**src/design/sbcp_pkg.sv**
```systemverilog
// constants and types of the sensor board command parser
// Summary of operation
// - four fields, each after separator 65 6B
// - operation_code 77 writes data byte to address
// - operation_code 57 changes one register bit only
// - bit value 74 sets, 66 clears
// - operation_code 72 reads addressed register
// - read reply 52 56, data, address, five
// - operation_code 52 reads register for bit report
// - bit reply bits 7 to 0, then data
// - operation_code 53 field one selects feature
// - feature 41 is interface three-state control
// - 4F 6F 75 61 sends one sample
// - 4F 6F 6E 6E samples continuously until stop
// - 4F 6F 66 66 stops sampling
// - sample reply 73 74, XYZ high/low, service
// - service bits 1:0 are push-buttons
package sbcp_pkg;
  localparam logic [7:0] SEP_FIRST    = 8'h65;
  localparam logic [7:0] SEP_SECOND   = 8'h6B;
  localparam logic [7:0] OP_BYTE_WR   = 8'h77;
  localparam logic [7:0] OP_BIT_WR    = 8'h57;
  localparam logic [7:0] OP_BYTE_RD   = 8'h72;
  localparam logic [7:0] OP_BIT_RD    = 8'h52;
  localparam logic [7:0] OP_SETTING   = 8'h53;
  localparam logic [7:0] OP_ACQ       = 8'h4F;
  localparam logic [7:0] ACQ_SUB      = 8'h6F;
  localparam logic [7:0] BIT_HIGH     = 8'h74;
  localparam logic [7:0] BIT_LOW      = 8'h66;
  localparam logic [7:0] FEAT_TRI     = 8'h41;
  localparam logic [7:0] TRI_OFF_VAL  = 8'h30;
  localparam logic [7:0] ACQ_ONE_A    = 8'h75;
  localparam logic [7:0] ACQ_ONE_B    = 8'h61;
  localparam logic [7:0] ACQ_RUN      = 8'h6E;
  localparam logic [7:0] ACQ_STOP     = 8'h66;
  localparam logic [7:0] RD_MARK_HI   = 8'h52;
  localparam logic [7:0] RD_MARK_LO   = 8'h56;
  localparam logic [7:0] SMP_HDR_HI   = 8'h73;
  localparam logic [7:0] SMP_HDR_LO   = 8'h74;
  localparam logic [7:0] FILL_BYTE    = 8'h00;
  localparam logic [3:0] REPLY_LEN    = 4'h9;
  localparam logic       TRI_RESET    = 1'b1;
  typedef enum logic [2:0] {
    PS_SEP0  = 3'b001,
    PS_SEP1  = 3'b010,
    PS_FIELD = 3'b100
  } sbcp_pstate_t;
  typedef enum logic [4:0] {
    EX_IDLE = 5'b00001,
    EX_RDW  = 5'b00010,
    EX_WR   = 5'b00100,
    EX_SMPW = 5'b01000,
    EX_SEND = 5'b10000
  } sbcp_xstate_t;
  typedef enum logic [1:0] {
    MD_BYTE = 2'h0,
    MD_BIT  = 2'h1,
    MD_BITW = 2'h2,
    MD_SMP  = 2'h3
  } sbcp_mode_t;
endpackage

```
**src/design/sbcp_parser.sv**
```systemverilog
// byte-stream command parser with register and sample access
`timescale 1ns/1ps
`default_nettype none
module sbcp_parser (
  input  wire logic        sys_clk,
  input  wire logic        srst,
  input  wire logic [7:0]  rxData,
  input  wire logic        rxValid,
  output logic             rxReady,
  output logic [7:0]       txData,
  output logic             txValid,
  input  wire logic        txReady,
  output logic [7:0]       regAddr,
  output logic [7:0]       regWrData,
  output logic             regWrEn,
  output logic             regRdEn,
  input  wire logic [7:0]  regRdData,
  input  wire logic        regRdValid,
  output logic             sampleReq,
  input  wire logic [15:0] accelX,
  input  wire logic [15:0] accelY,
  input  wire logic [15:0] accelZ,
  input  wire logic        sampleValid,
  input  wire logic [1:0]  buttons,
  output logic             spiTristate
);
  sbcp_pkg::sbcp_pstate_t ps_q;
  sbcp_pkg::sbcp_xstate_t st_q;
  sbcp_pkg::sbcp_mode_t   mode_q;
  logic [1:0] fIdx_q;
  logic [7:0] f_q [4];
  logic       cmdPend_q;
  logic       running_q;
  logic [7:0] rdHold_q;
  logic [7:0] rbuf_q [9];
  logic [3:0] txIdx_q;
  logic       rxReady_q;
  logic       txValid_q;
  logic [7:0] txData_q;
  logic [7:0] regAddr_q;
  logic [7:0] regWrData_q;
  logic       regWrEn_q;
  logic       regRdEn_q;
  logic       sampleReq_q;
  logic       tri_q;
  logic       take;
  logic       frameDone;
  logic       opKnown;
  logic       exec;
  logic       isStop;
  logic       isTriOff;

  assign rxReady     = rxReady_q;
  assign txData      = txData_q;
  assign txValid     = txValid_q;
  assign regAddr     = regAddr_q;
  assign regWrData   = regWrData_q;
  assign regWrEn     = regWrEn_q;
  assign regRdEn     = regRdEn_q;
  assign sampleReq   = sampleReq_q;
  assign spiTristate = tri_q;

  assign take = rxValid && rxReady_q;
  assign frameDone = take && ps_q == sbcp_pkg::PS_FIELD && fIdx_q == 2'd3;
  assign opKnown = rxData == sbcp_pkg::OP_BYTE_WR
                || rxData == sbcp_pkg::OP_BIT_WR
                || rxData == sbcp_pkg::OP_BYTE_RD
                || rxData == sbcp_pkg::OP_BIT_RD
                || rxData == sbcp_pkg::OP_SETTING
                || rxData == sbcp_pkg::OP_ACQ;
  assign exec = st_q == sbcp_pkg::EX_IDLE && cmdPend_q;
  assign isStop = f_q[0] == sbcp_pkg::OP_ACQ && f_q[1] == sbcp_pkg::ACQ_SUB
               && f_q[2] == sbcp_pkg::ACQ_STOP
               && f_q[3] == sbcp_pkg::ACQ_STOP;
  assign isTriOff = f_q[0] == sbcp_pkg::OP_SETTING
                 && f_q[1] == sbcp_pkg::FEAT_TRI
                 && f_q[2] == sbcp_pkg::TRI_OFF_VAL
                 && f_q[3] == sbcp_pkg::TRI_OFF_VAL;

  // frame parser: separator, field, repeated four times
  always_ff @(posedge sys_clk)
  begin
    if (srst)
    begin
      ps_q <= sbcp_pkg::PS_SEP0;
      fIdx_q <= 2'd0;
      for (int i = 0; i < 4; i++)
        f_q[i] <= sbcp_pkg::FILL_BYTE;
    end
    else if (take)
    begin
      unique case (ps_q)
        sbcp_pkg::PS_SEP0:
          if (rxData == sbcp_pkg::SEP_FIRST)
            ps_q <= sbcp_pkg::PS_SEP1;
          else
            fIdx_q <= 2'd0;
        sbcp_pkg::PS_SEP1:
          if (rxData == sbcp_pkg::SEP_SECOND)
            ps_q <= sbcp_pkg::PS_FIELD;
          else if (rxData != sbcp_pkg::SEP_FIRST)
          begin
            ps_q <= sbcp_pkg::PS_SEP0;
            fIdx_q <= 2'd0;
          end
        sbcp_pkg::PS_FIELD:
        begin
          ps_q <= sbcp_pkg::PS_SEP0;
          f_q[fIdx_q] <= rxData;
          if (fIdx_q == 2'd0 && !opKnown)
            fIdx_q <= 2'd0;
          else
            fIdx_q <= fIdx_q + 2'd1;
        end
      endcase
    end
  end

  // one frame held until the executor takes it
  always_ff @(posedge sys_clk)
  begin
    if (srst)
      cmdPend_q <= 1'b0;
    else if (frameDone)
      cmdPend_q <= 1'b1;
    else if (exec)
      cmdPend_q <= 1'b0;
  end

  // input stalls while a frame waits or the executor is busy
  always_ff @(posedge sys_clk)
  begin
    if (srst)
      rxReady_q <= 1'b0;
    else
      rxReady_q <= !frameDone && !cmdPend_q
                && st_q == sbcp_pkg::EX_IDLE;
  end

  // three-state control of the sensor interface
  always_ff @(posedge sys_clk)
  begin
    if (srst)
      tri_q <= sbcp_pkg::TRI_RESET;
    else if (exec && f_q[0] == sbcp_pkg::OP_SETTING
             && f_q[1] == sbcp_pkg::FEAT_TRI)
      tri_q <= !isTriOff;
  end

  // continuous acquisition session
  always_ff @(posedge sys_clk)
  begin
    if (srst)
      running_q <= 1'b0;
    else if (exec && f_q[0] == sbcp_pkg::OP_ACQ
             && f_q[1] == sbcp_pkg::ACQ_SUB)
    begin
      if (f_q[2] == sbcp_pkg::ACQ_RUN && f_q[3] == sbcp_pkg::ACQ_RUN)
        running_q <= 1'b1;
      else if (isStop)
        running_q <= 1'b0;
    end
  end

  // executor: register access, sampling, reply transmit
  always_ff @(posedge sys_clk)
  begin
    if (srst)
    begin
      st_q <= sbcp_pkg::EX_IDLE;
      mode_q <= sbcp_pkg::MD_BYTE;
      regAddr_q <= 8'h00;
      regWrData_q <= 8'h00;
      regWrEn_q <= 1'b0;
      regRdEn_q <= 1'b0;
      sampleReq_q <= 1'b0;
      rdHold_q <= 8'h00;
      txIdx_q <= 4'h0;
      txValid_q <= 1'b0;
      txData_q <= 8'h00;
      for (int i = 0; i < 9; i++)
        rbuf_q[i] <= sbcp_pkg::FILL_BYTE;
    end
    else
    begin
      regWrEn_q <= 1'b0;
      regRdEn_q <= 1'b0;
      sampleReq_q <= 1'b0;
      unique case (st_q)
        sbcp_pkg::EX_IDLE:
          if (cmdPend_q)
          begin
            regAddr_q <= f_q[1];
            if (f_q[0] == sbcp_pkg::OP_BYTE_WR)
            begin
              mode_q <= sbcp_pkg::MD_BYTE;
              regWrData_q <= f_q[2];
              regWrEn_q <= 1'b1;
              st_q <= sbcp_pkg::EX_WR;
            end
            else if (f_q[0] == sbcp_pkg::OP_BIT_WR
                     && (f_q[3] == sbcp_pkg::BIT_HIGH
                         || f_q[3] == sbcp_pkg::BIT_LOW))
            begin
              mode_q <= sbcp_pkg::MD_BITW;
              regRdEn_q <= 1'b1;
              st_q <= sbcp_pkg::EX_RDW;
            end
            else if (f_q[0] == sbcp_pkg::OP_BYTE_RD
                     || f_q[0] == sbcp_pkg::OP_BIT_RD)
            begin
              mode_q <= f_q[0] == sbcp_pkg::OP_BYTE_RD
                      ? sbcp_pkg::MD_BYTE : sbcp_pkg::MD_BIT;
              regRdEn_q <= 1'b1;
              st_q <= sbcp_pkg::EX_RDW;
            end
            else if (f_q[0] == sbcp_pkg::OP_ACQ
                     && f_q[1] == sbcp_pkg::ACQ_SUB
                     && f_q[2] == sbcp_pkg::ACQ_ONE_A
                     && f_q[3] == sbcp_pkg::ACQ_ONE_B)
            begin
              sampleReq_q <= 1'b1;
              st_q <= sbcp_pkg::EX_SMPW;
            end
          end
          else if (running_q)
          begin
            sampleReq_q <= 1'b1;
            st_q <= sbcp_pkg::EX_SMPW;
          end
        sbcp_pkg::EX_RDW:
          if (regRdValid)
          begin
            rdHold_q <= regRdData;
            if (mode_q == sbcp_pkg::MD_BITW)
            begin
              regWrData_q <= regRdData;
              regWrData_q[f_q[2][2:0]] <= f_q[3] == sbcp_pkg::BIT_HIGH;
              regWrEn_q <= 1'b1;
              st_q <= sbcp_pkg::EX_WR;
            end
            else if (mode_q == sbcp_pkg::MD_BYTE)
            begin
              rbuf_q[0] <= sbcp_pkg::RD_MARK_HI;
              rbuf_q[1] <= sbcp_pkg::RD_MARK_LO;
              rbuf_q[2] <= regRdData;
              rbuf_q[3] <= regAddr_q;
              for (int i = 4; i < 9; i++)
                rbuf_q[i] <= sbcp_pkg::FILL_BYTE;
              st_q <= sbcp_pkg::EX_SEND;
            end
            else
            begin
              for (int i = 0; i < 8; i++)
                rbuf_q[i] <= {7'h00, regRdData[7 - i]};
              rbuf_q[8] <= regRdData;
              st_q <= sbcp_pkg::EX_SEND;
            end
            txIdx_q <= 4'h0;
          end
        sbcp_pkg::EX_WR:
          st_q <= sbcp_pkg::EX_IDLE;
        sbcp_pkg::EX_SMPW:
          if (sampleValid)
          begin
            mode_q <= sbcp_pkg::MD_SMP;
            rbuf_q[0] <= sbcp_pkg::SMP_HDR_HI;
            rbuf_q[1] <= sbcp_pkg::SMP_HDR_LO;
            rbuf_q[2] <= accelX[15:8];
            rbuf_q[3] <= accelX[7:0];
            rbuf_q[4] <= accelY[15:8];
            rbuf_q[5] <= accelY[7:0];
            rbuf_q[6] <= accelZ[15:8];
            rbuf_q[7] <= accelZ[7:0];
            rbuf_q[8] <= {6'h00, buttons};
            txIdx_q <= 4'h0;
            st_q <= sbcp_pkg::EX_SEND;
          end
        sbcp_pkg::EX_SEND:
          if (!txValid_q || txReady)
          begin
            if (txIdx_q < sbcp_pkg::REPLY_LEN)
            begin
              txValid_q <= 1'b1;
              txData_q <= rbuf_q[txIdx_q];
              txIdx_q <= txIdx_q + 4'h1;
            end
            else
            begin
              txValid_q <= 1'b0;
              st_q <= sbcp_pkg::EX_IDLE;
            end
          end
      endcase
    end
  end

  chk_sep_resync: assert property (@(posedge sys_clk) disable iff (srst)
    take && ps_q == sbcp_pkg::PS_SEP1 && rxData != sbcp_pkg::SEP_SECOND
    |=> ps_q != sbcp_pkg::PS_FIELD)
    else $error("field taken without full separator");
  chk_write_store: assert property (@(posedge sys_clk) disable iff (srst)
    exec && f_q[0] == sbcp_pkg::OP_BYTE_WR
    |=> regWrEn_q && regWrData_q == $past(f_q[2])
        && regAddr_q == $past(f_q[1]) ##1 !regWrEn_q)
    else $error("byte write not issued");
  chk_bit_keep: assert property (@(posedge sys_clk) disable iff (srst)
    regWrEn_q && mode_q == sbcp_pkg::MD_BITW
    |-> ((regWrData_q ^ rdHold_q) & ~(8'h01 << f_q[2][2:0])) == 8'h00)
    else $error("bit write disturbed other bits");
  chk_bit_value: assert property (@(posedge sys_clk) disable iff (srst)
    regWrEn_q && mode_q == sbcp_pkg::MD_BITW
    |-> regWrData_q[f_q[2][2:0]] == (f_q[3] == sbcp_pkg::BIT_HIGH))
    else $error("bit write value wrong");
  chk_rd_reply: assert property (@(posedge sys_clk) disable iff (srst)
    st_q == sbcp_pkg::EX_SEND && mode_q == sbcp_pkg::MD_BYTE
    |-> rbuf_q[0] == sbcp_pkg::RD_MARK_HI && rbuf_q[2] == rdHold_q
        && rbuf_q[3] == regAddr_q)
    else $error("read reply malformed");
  chk_bit_order: assert property (@(posedge sys_clk) disable iff (srst)
    st_q == sbcp_pkg::EX_SEND && mode_q == sbcp_pkg::MD_BIT
    |-> rbuf_q[0][0] == rdHold_q[7] && rbuf_q[7][0] == rdHold_q[0]
        && rbuf_q[8] == rdHold_q)
    else $error("bit reply order wrong");
  chk_tri_clear: assert property (@(posedge sys_clk) disable iff (srst)
    exec && isTriOff |=> !tri_q)
    else $error("three-state not released");
  chk_stop_run: assert property (@(posedge sys_clk) disable iff (srst)
    exec && isStop |=> !running_q)
    else $error("stop did not end session");
  chk_smp_reply: assert property (@(posedge sys_clk) disable iff (srst)
    st_q == sbcp_pkg::EX_SMPW && sampleValid
    |=> rbuf_q[1] == sbcp_pkg::SMP_HDR_LO
        && rbuf_q[8][1:0] == $past(buttons))
    else $error("sample reply malformed");
  chk_one_sample: assert property (@(posedge sys_clk) disable iff (srst)
    sampleReq_q |=> !sampleReq_q)
    else $error("sample request longer than a cycle");
endmodule
`default_nettype wire

```
**config.mk**
```make
export PLATFORM = sky130hd
export DESIGN_NAME = sbcp_parser
export DESIGN_NICKNAME = d
export VERILOG_FILES = /design/src/design/sbcp_pkg.sv /design/src/design/sbcp_parser.sv
export SDC_FILE = /design/constraint.sdc
export NUM_CORES = 1
export LEC_CHECK = 0
export ABC_AREA = 1
export BUFFER_PORTS_ARGS = -buffer_cell sky130_fd_sc_hd__buf_4
export CAP_MARGIN = 10
export CORE_MARGIN = 10
export CORE_UTILIZATION = 30
export DETAILED_ROUTE_END_ITERATION = 10
export GPL_ROUTABILITY_DRIVEN = 0
export SYNTH_ARGS = -nofsm -noshare
export SYNTH_HDL_FRONTEND = slang
export SYNTH_SLANG_ARGS = --single-unit
```
**constraint.sdc**
```tcl
create_clock -name sys_clk -period 3.2 [get_ports sys_clk]
set_input_delay 0.48 -clock sys_clk [delete_from_list [all_inputs] [get_ports sys_clk]]
set_output_delay 0.48 -clock sys_clk [all_outputs]
set_load 0.01 [all_outputs]
```
==> metrics.md <==
| Metric | Value |
|---|---|
| Setup-failing EPs final | 0 |
| Reg power frac | about two fifths |
| Vias in the first global route | 5588 |
| CTS Buf Count | 17 |
| Chip height | ~170 um |
| DIE AREA | between 20000 and 30000 um^2 |
| Required time worst endpoint | around 3300 ps |
| Final setup margin | roughly 690 ps |
| Type of the tightest min-delay check | in -> reg |
| Die Width | 172 um |
| DP Area | 7990 um^2 |
| Clock Sinks | between 100 and 150 |
| Worst VDD drop | between 0.2 and 0.3 mV |
| Most used cell, CP | buf_4 |
| Reg-to-reg setup timing slack | roughly 690 ps |
| Reg-to-Reg Start | st_q[4] |
| Relative slew slack | around 48% |
| Final instance area | approximately 8600 um^2 |
| Vias | ~5.8k |
| CP Launch Point | st_q[4] |
| Critical Path End Type | flop |
| Reg2reg end | rbuf_q[7][0] |
| Dpl ws | 701 ps |
| Synth-to-layout area growth | 24.4% |
| Layout cells sized above 1 | a little over 20% |
| Global route overflow | 0 |
| Ranking of synthesized cells by area | edfxtp_1 40%, dfxtp_1 14%, nor2_1 7.2% |
| Number of max-cap violations | 0 |
| Initial core utilization | 30.6% |
| Final hold vios | 0 |
| Wire length per cell | between 15 and 20 um |
| Critical Path, Cell by Cell | nor3_4, nand2_4, inv_2, nand4_2, buf_4, nand2_1, nor2_2, nand2_2, buf_4 |
| Setup Fix Bufs, Post-CTS | 0 |
| Seq cells post-synth | 140 |
| Row cnt | 55 |
| Post-route DRC | 0 |
| Routed WL | approximately 20000 um |
| Pin count of the biggest net entering global routing | slightly above 60 |
| Hold-fix buffer count after cts | 0 |
| Remaining antenna violation count | 0 |
| Core area | about 23000 um^2 |
| DR iter-0 viols | ~370 |
| I/O Buffers | roughly 100 |
| Most common cell after layout, fill and taps aside | nor2_1 |
| Placed insts | around 1.2k |
| Final min period | about 2500 ps |
| Register area share after synthesis | 53.6% |
| Power share of the clock group | about 39% |
| Fin cells | ~1.2k |
| Slowest cell on crit path | buf_4 |
| Worst Reg2Reg Path Length in Cells | 9 |
| Max Freq | ~400 MHz |
| Wire length of the first global-routing pass | 30400 um |
| Synth cell types | 45 |
| Post_cts resized | 0 |
| Mapped Nets | between 800 and 900 |
| Pleak | ~3.7 nW |
| H-tree depth | 4 |
| Syn_area_per_cell | approximately 8.5 um^2 |
| GR Util All Layers | between 10% and 20% |
| Final Max Tran Viols | 0 |
| Clock Path Buffers | 2 |
| Yosys warnings | 0 |
| Synth top area share | 39.8% |
| Post-route clock period utilization | between 70% and 80% |
| Antenna violations before repair | 0 |
| Final TNS setup | 0 ps |
| Combinational share of power | between 20% and 30% |
| Io pins | just over 100 |
| Power Internal | just under 4 mW |
| RSZ-0062 raised after global routing | no |
| Post-route clock skew | 8.42 ps |
| Synth area leader | edfxtp_1 |
| Clk Latency, worst-skew pair | between 400 and 500 ps |
| CP startpoint kind | flop |
| Final hold slack | between 300 and 400 ps |
| Filler cell count | 2324 |
| Mapped cell area | 6950 um^2 |
| Worst slew pin tran | slightly below 800 ps |
| Detailed Place HPWL | roughly 15000 um |
| WS Path Type | reg -> reg |
| Average vias per placed instance | 4.76 |
| Clock slew at reported path FFs | around 60 ps |
| Root Buffer Master | clkbuf_16 |
| Max FO, Critical Path | 60 |
| Antenna Cells | 0 |
| Final #Nets | 1000 |
| CTS tree | built |
| Status | completed |
| Crit path to | rbuf_q[7][0] |
| Switch share | between 20% and 30% |
| Worst path max stage delay | around 600 ps |
| PwrDens | 636 nW/um^2 |
| Cells after synthesis | 822 |
| Arrival time at the worst endpoint | between 2000 and 3000 ps |
| Sw Pwr | between 1.5 and 2 mW |
| Most frequent cells in the layout | 133 x nor2_1, 114 x nand2_1, 110 x inv_1, 109 x buf_4, 92 x edfxtp_1 |
| Initial DRT Pass Iterations | 5 |
## registers in the layout (all words and copies together) (netlist names), 2 cells and up
name	cells
fIdx_q	2
txIdx_q	4
txData	8
regAddr	8
rbuf_q	60
regWrData	8
mode_q	2
f_q	32
ps_q	3
st_q	5
## cell usage after synthesis (all sizes together)
cell type / count
o211ai: 7
nor3: 24
inv: 120
clkbuf: 13
o221ai: 5
edfxtp: 92
nor4: 4
a21oi: 47
nand3: 43
nand2: 125
dfxtp: 48
a21boi: 1
clkinv: 1
and3: 1
nand4: 9
o21a: 1
a31oi: 1
ha: 4
nand3b: 4
mux2i: 2
o21ai: 97
nor2: 153
or2: 2
o31ai: 1
buf: 13
a2bb2oi: 1
o22ai: 3
## kinds of logic (layout without fill, tap and decap cells)
group	count (synthesis)	count (layout)	share of synthesized area, %
compound gates	164	164	12.8
fa+ha+maj	4	4	0.720
buf+inv	147	262	8.54
flops	140	140	53.6
mux	2	2	0.288
simple gates	365	365	24.1
## stage by stage
stage / power (mW) / util [%]
after floorplan: 3.02 / -
after global placement: 3.40 / 35.2
after detailed placement: 3.40 / 35.2
after CTS: 5.53 / 38.0
after global routing: 5.77 / 38.0
final: 5.50 / 38.0
## cell type report
class	instances	area (um^2)	area share, %
Clock inverter	7	93.8	1.09
Tap cell	285	357	4.13
Multi-Input combinational cell	535	2630	30.5
Sequential cell	140	3720	43.1
Clock buffer	25	561	6.49
Inverter	121	454	5.26
Timing Repair Buffer	109	818	9.47
## how the worst min path moves through the flow
stage	start	endpoint	slack [ps]	cells past startpoint
finish	buttons[0]	rbuf_q[8][0]	350	3
global route	accelX[8]	rbuf_q[2][0]	350	3
CTS	buttons[0]	rbuf_q[8][0]	340	3
detailed placement	regAddr[5]	regAddr[5]	470	2
global placement	regAddr[5]	regAddr[5]	470	2
floorplan	running_q	running_q	460	2
## routing by layer
layer / part of all wire (%) / global-route usage [%] / up-vias
met4: 1.1 / 3.26 / 0
met3: 7.0 / 3.99 / 17
li1: - / - / 2933
met1: 44 / 16.3 / 2698
met2: 48 / 22.5 / 168
met5: 0 / 0 / -
## critical path: cells and delay by family, from the launching register on
kind / cells / cell delay, ps
and+or+nand+nor: 6 / 690
buffers and inverters: 3 / 1000
DFF: 1 / 390
## power groups by stage
stage	sequential [mW]	clock, mW	combinational (mW)
6_report	2.23	2.13	1.14
5_1_grt	2.25	2.23	1.29
4_1_cts	2.23	2.15	1.15
3_5_place_dp	2.27	0	1.14
3_3_place_gp	2.26	0	1.13
2_1_floorplan	2.25	0	0.773
Power figures use the tool's default switching activity.
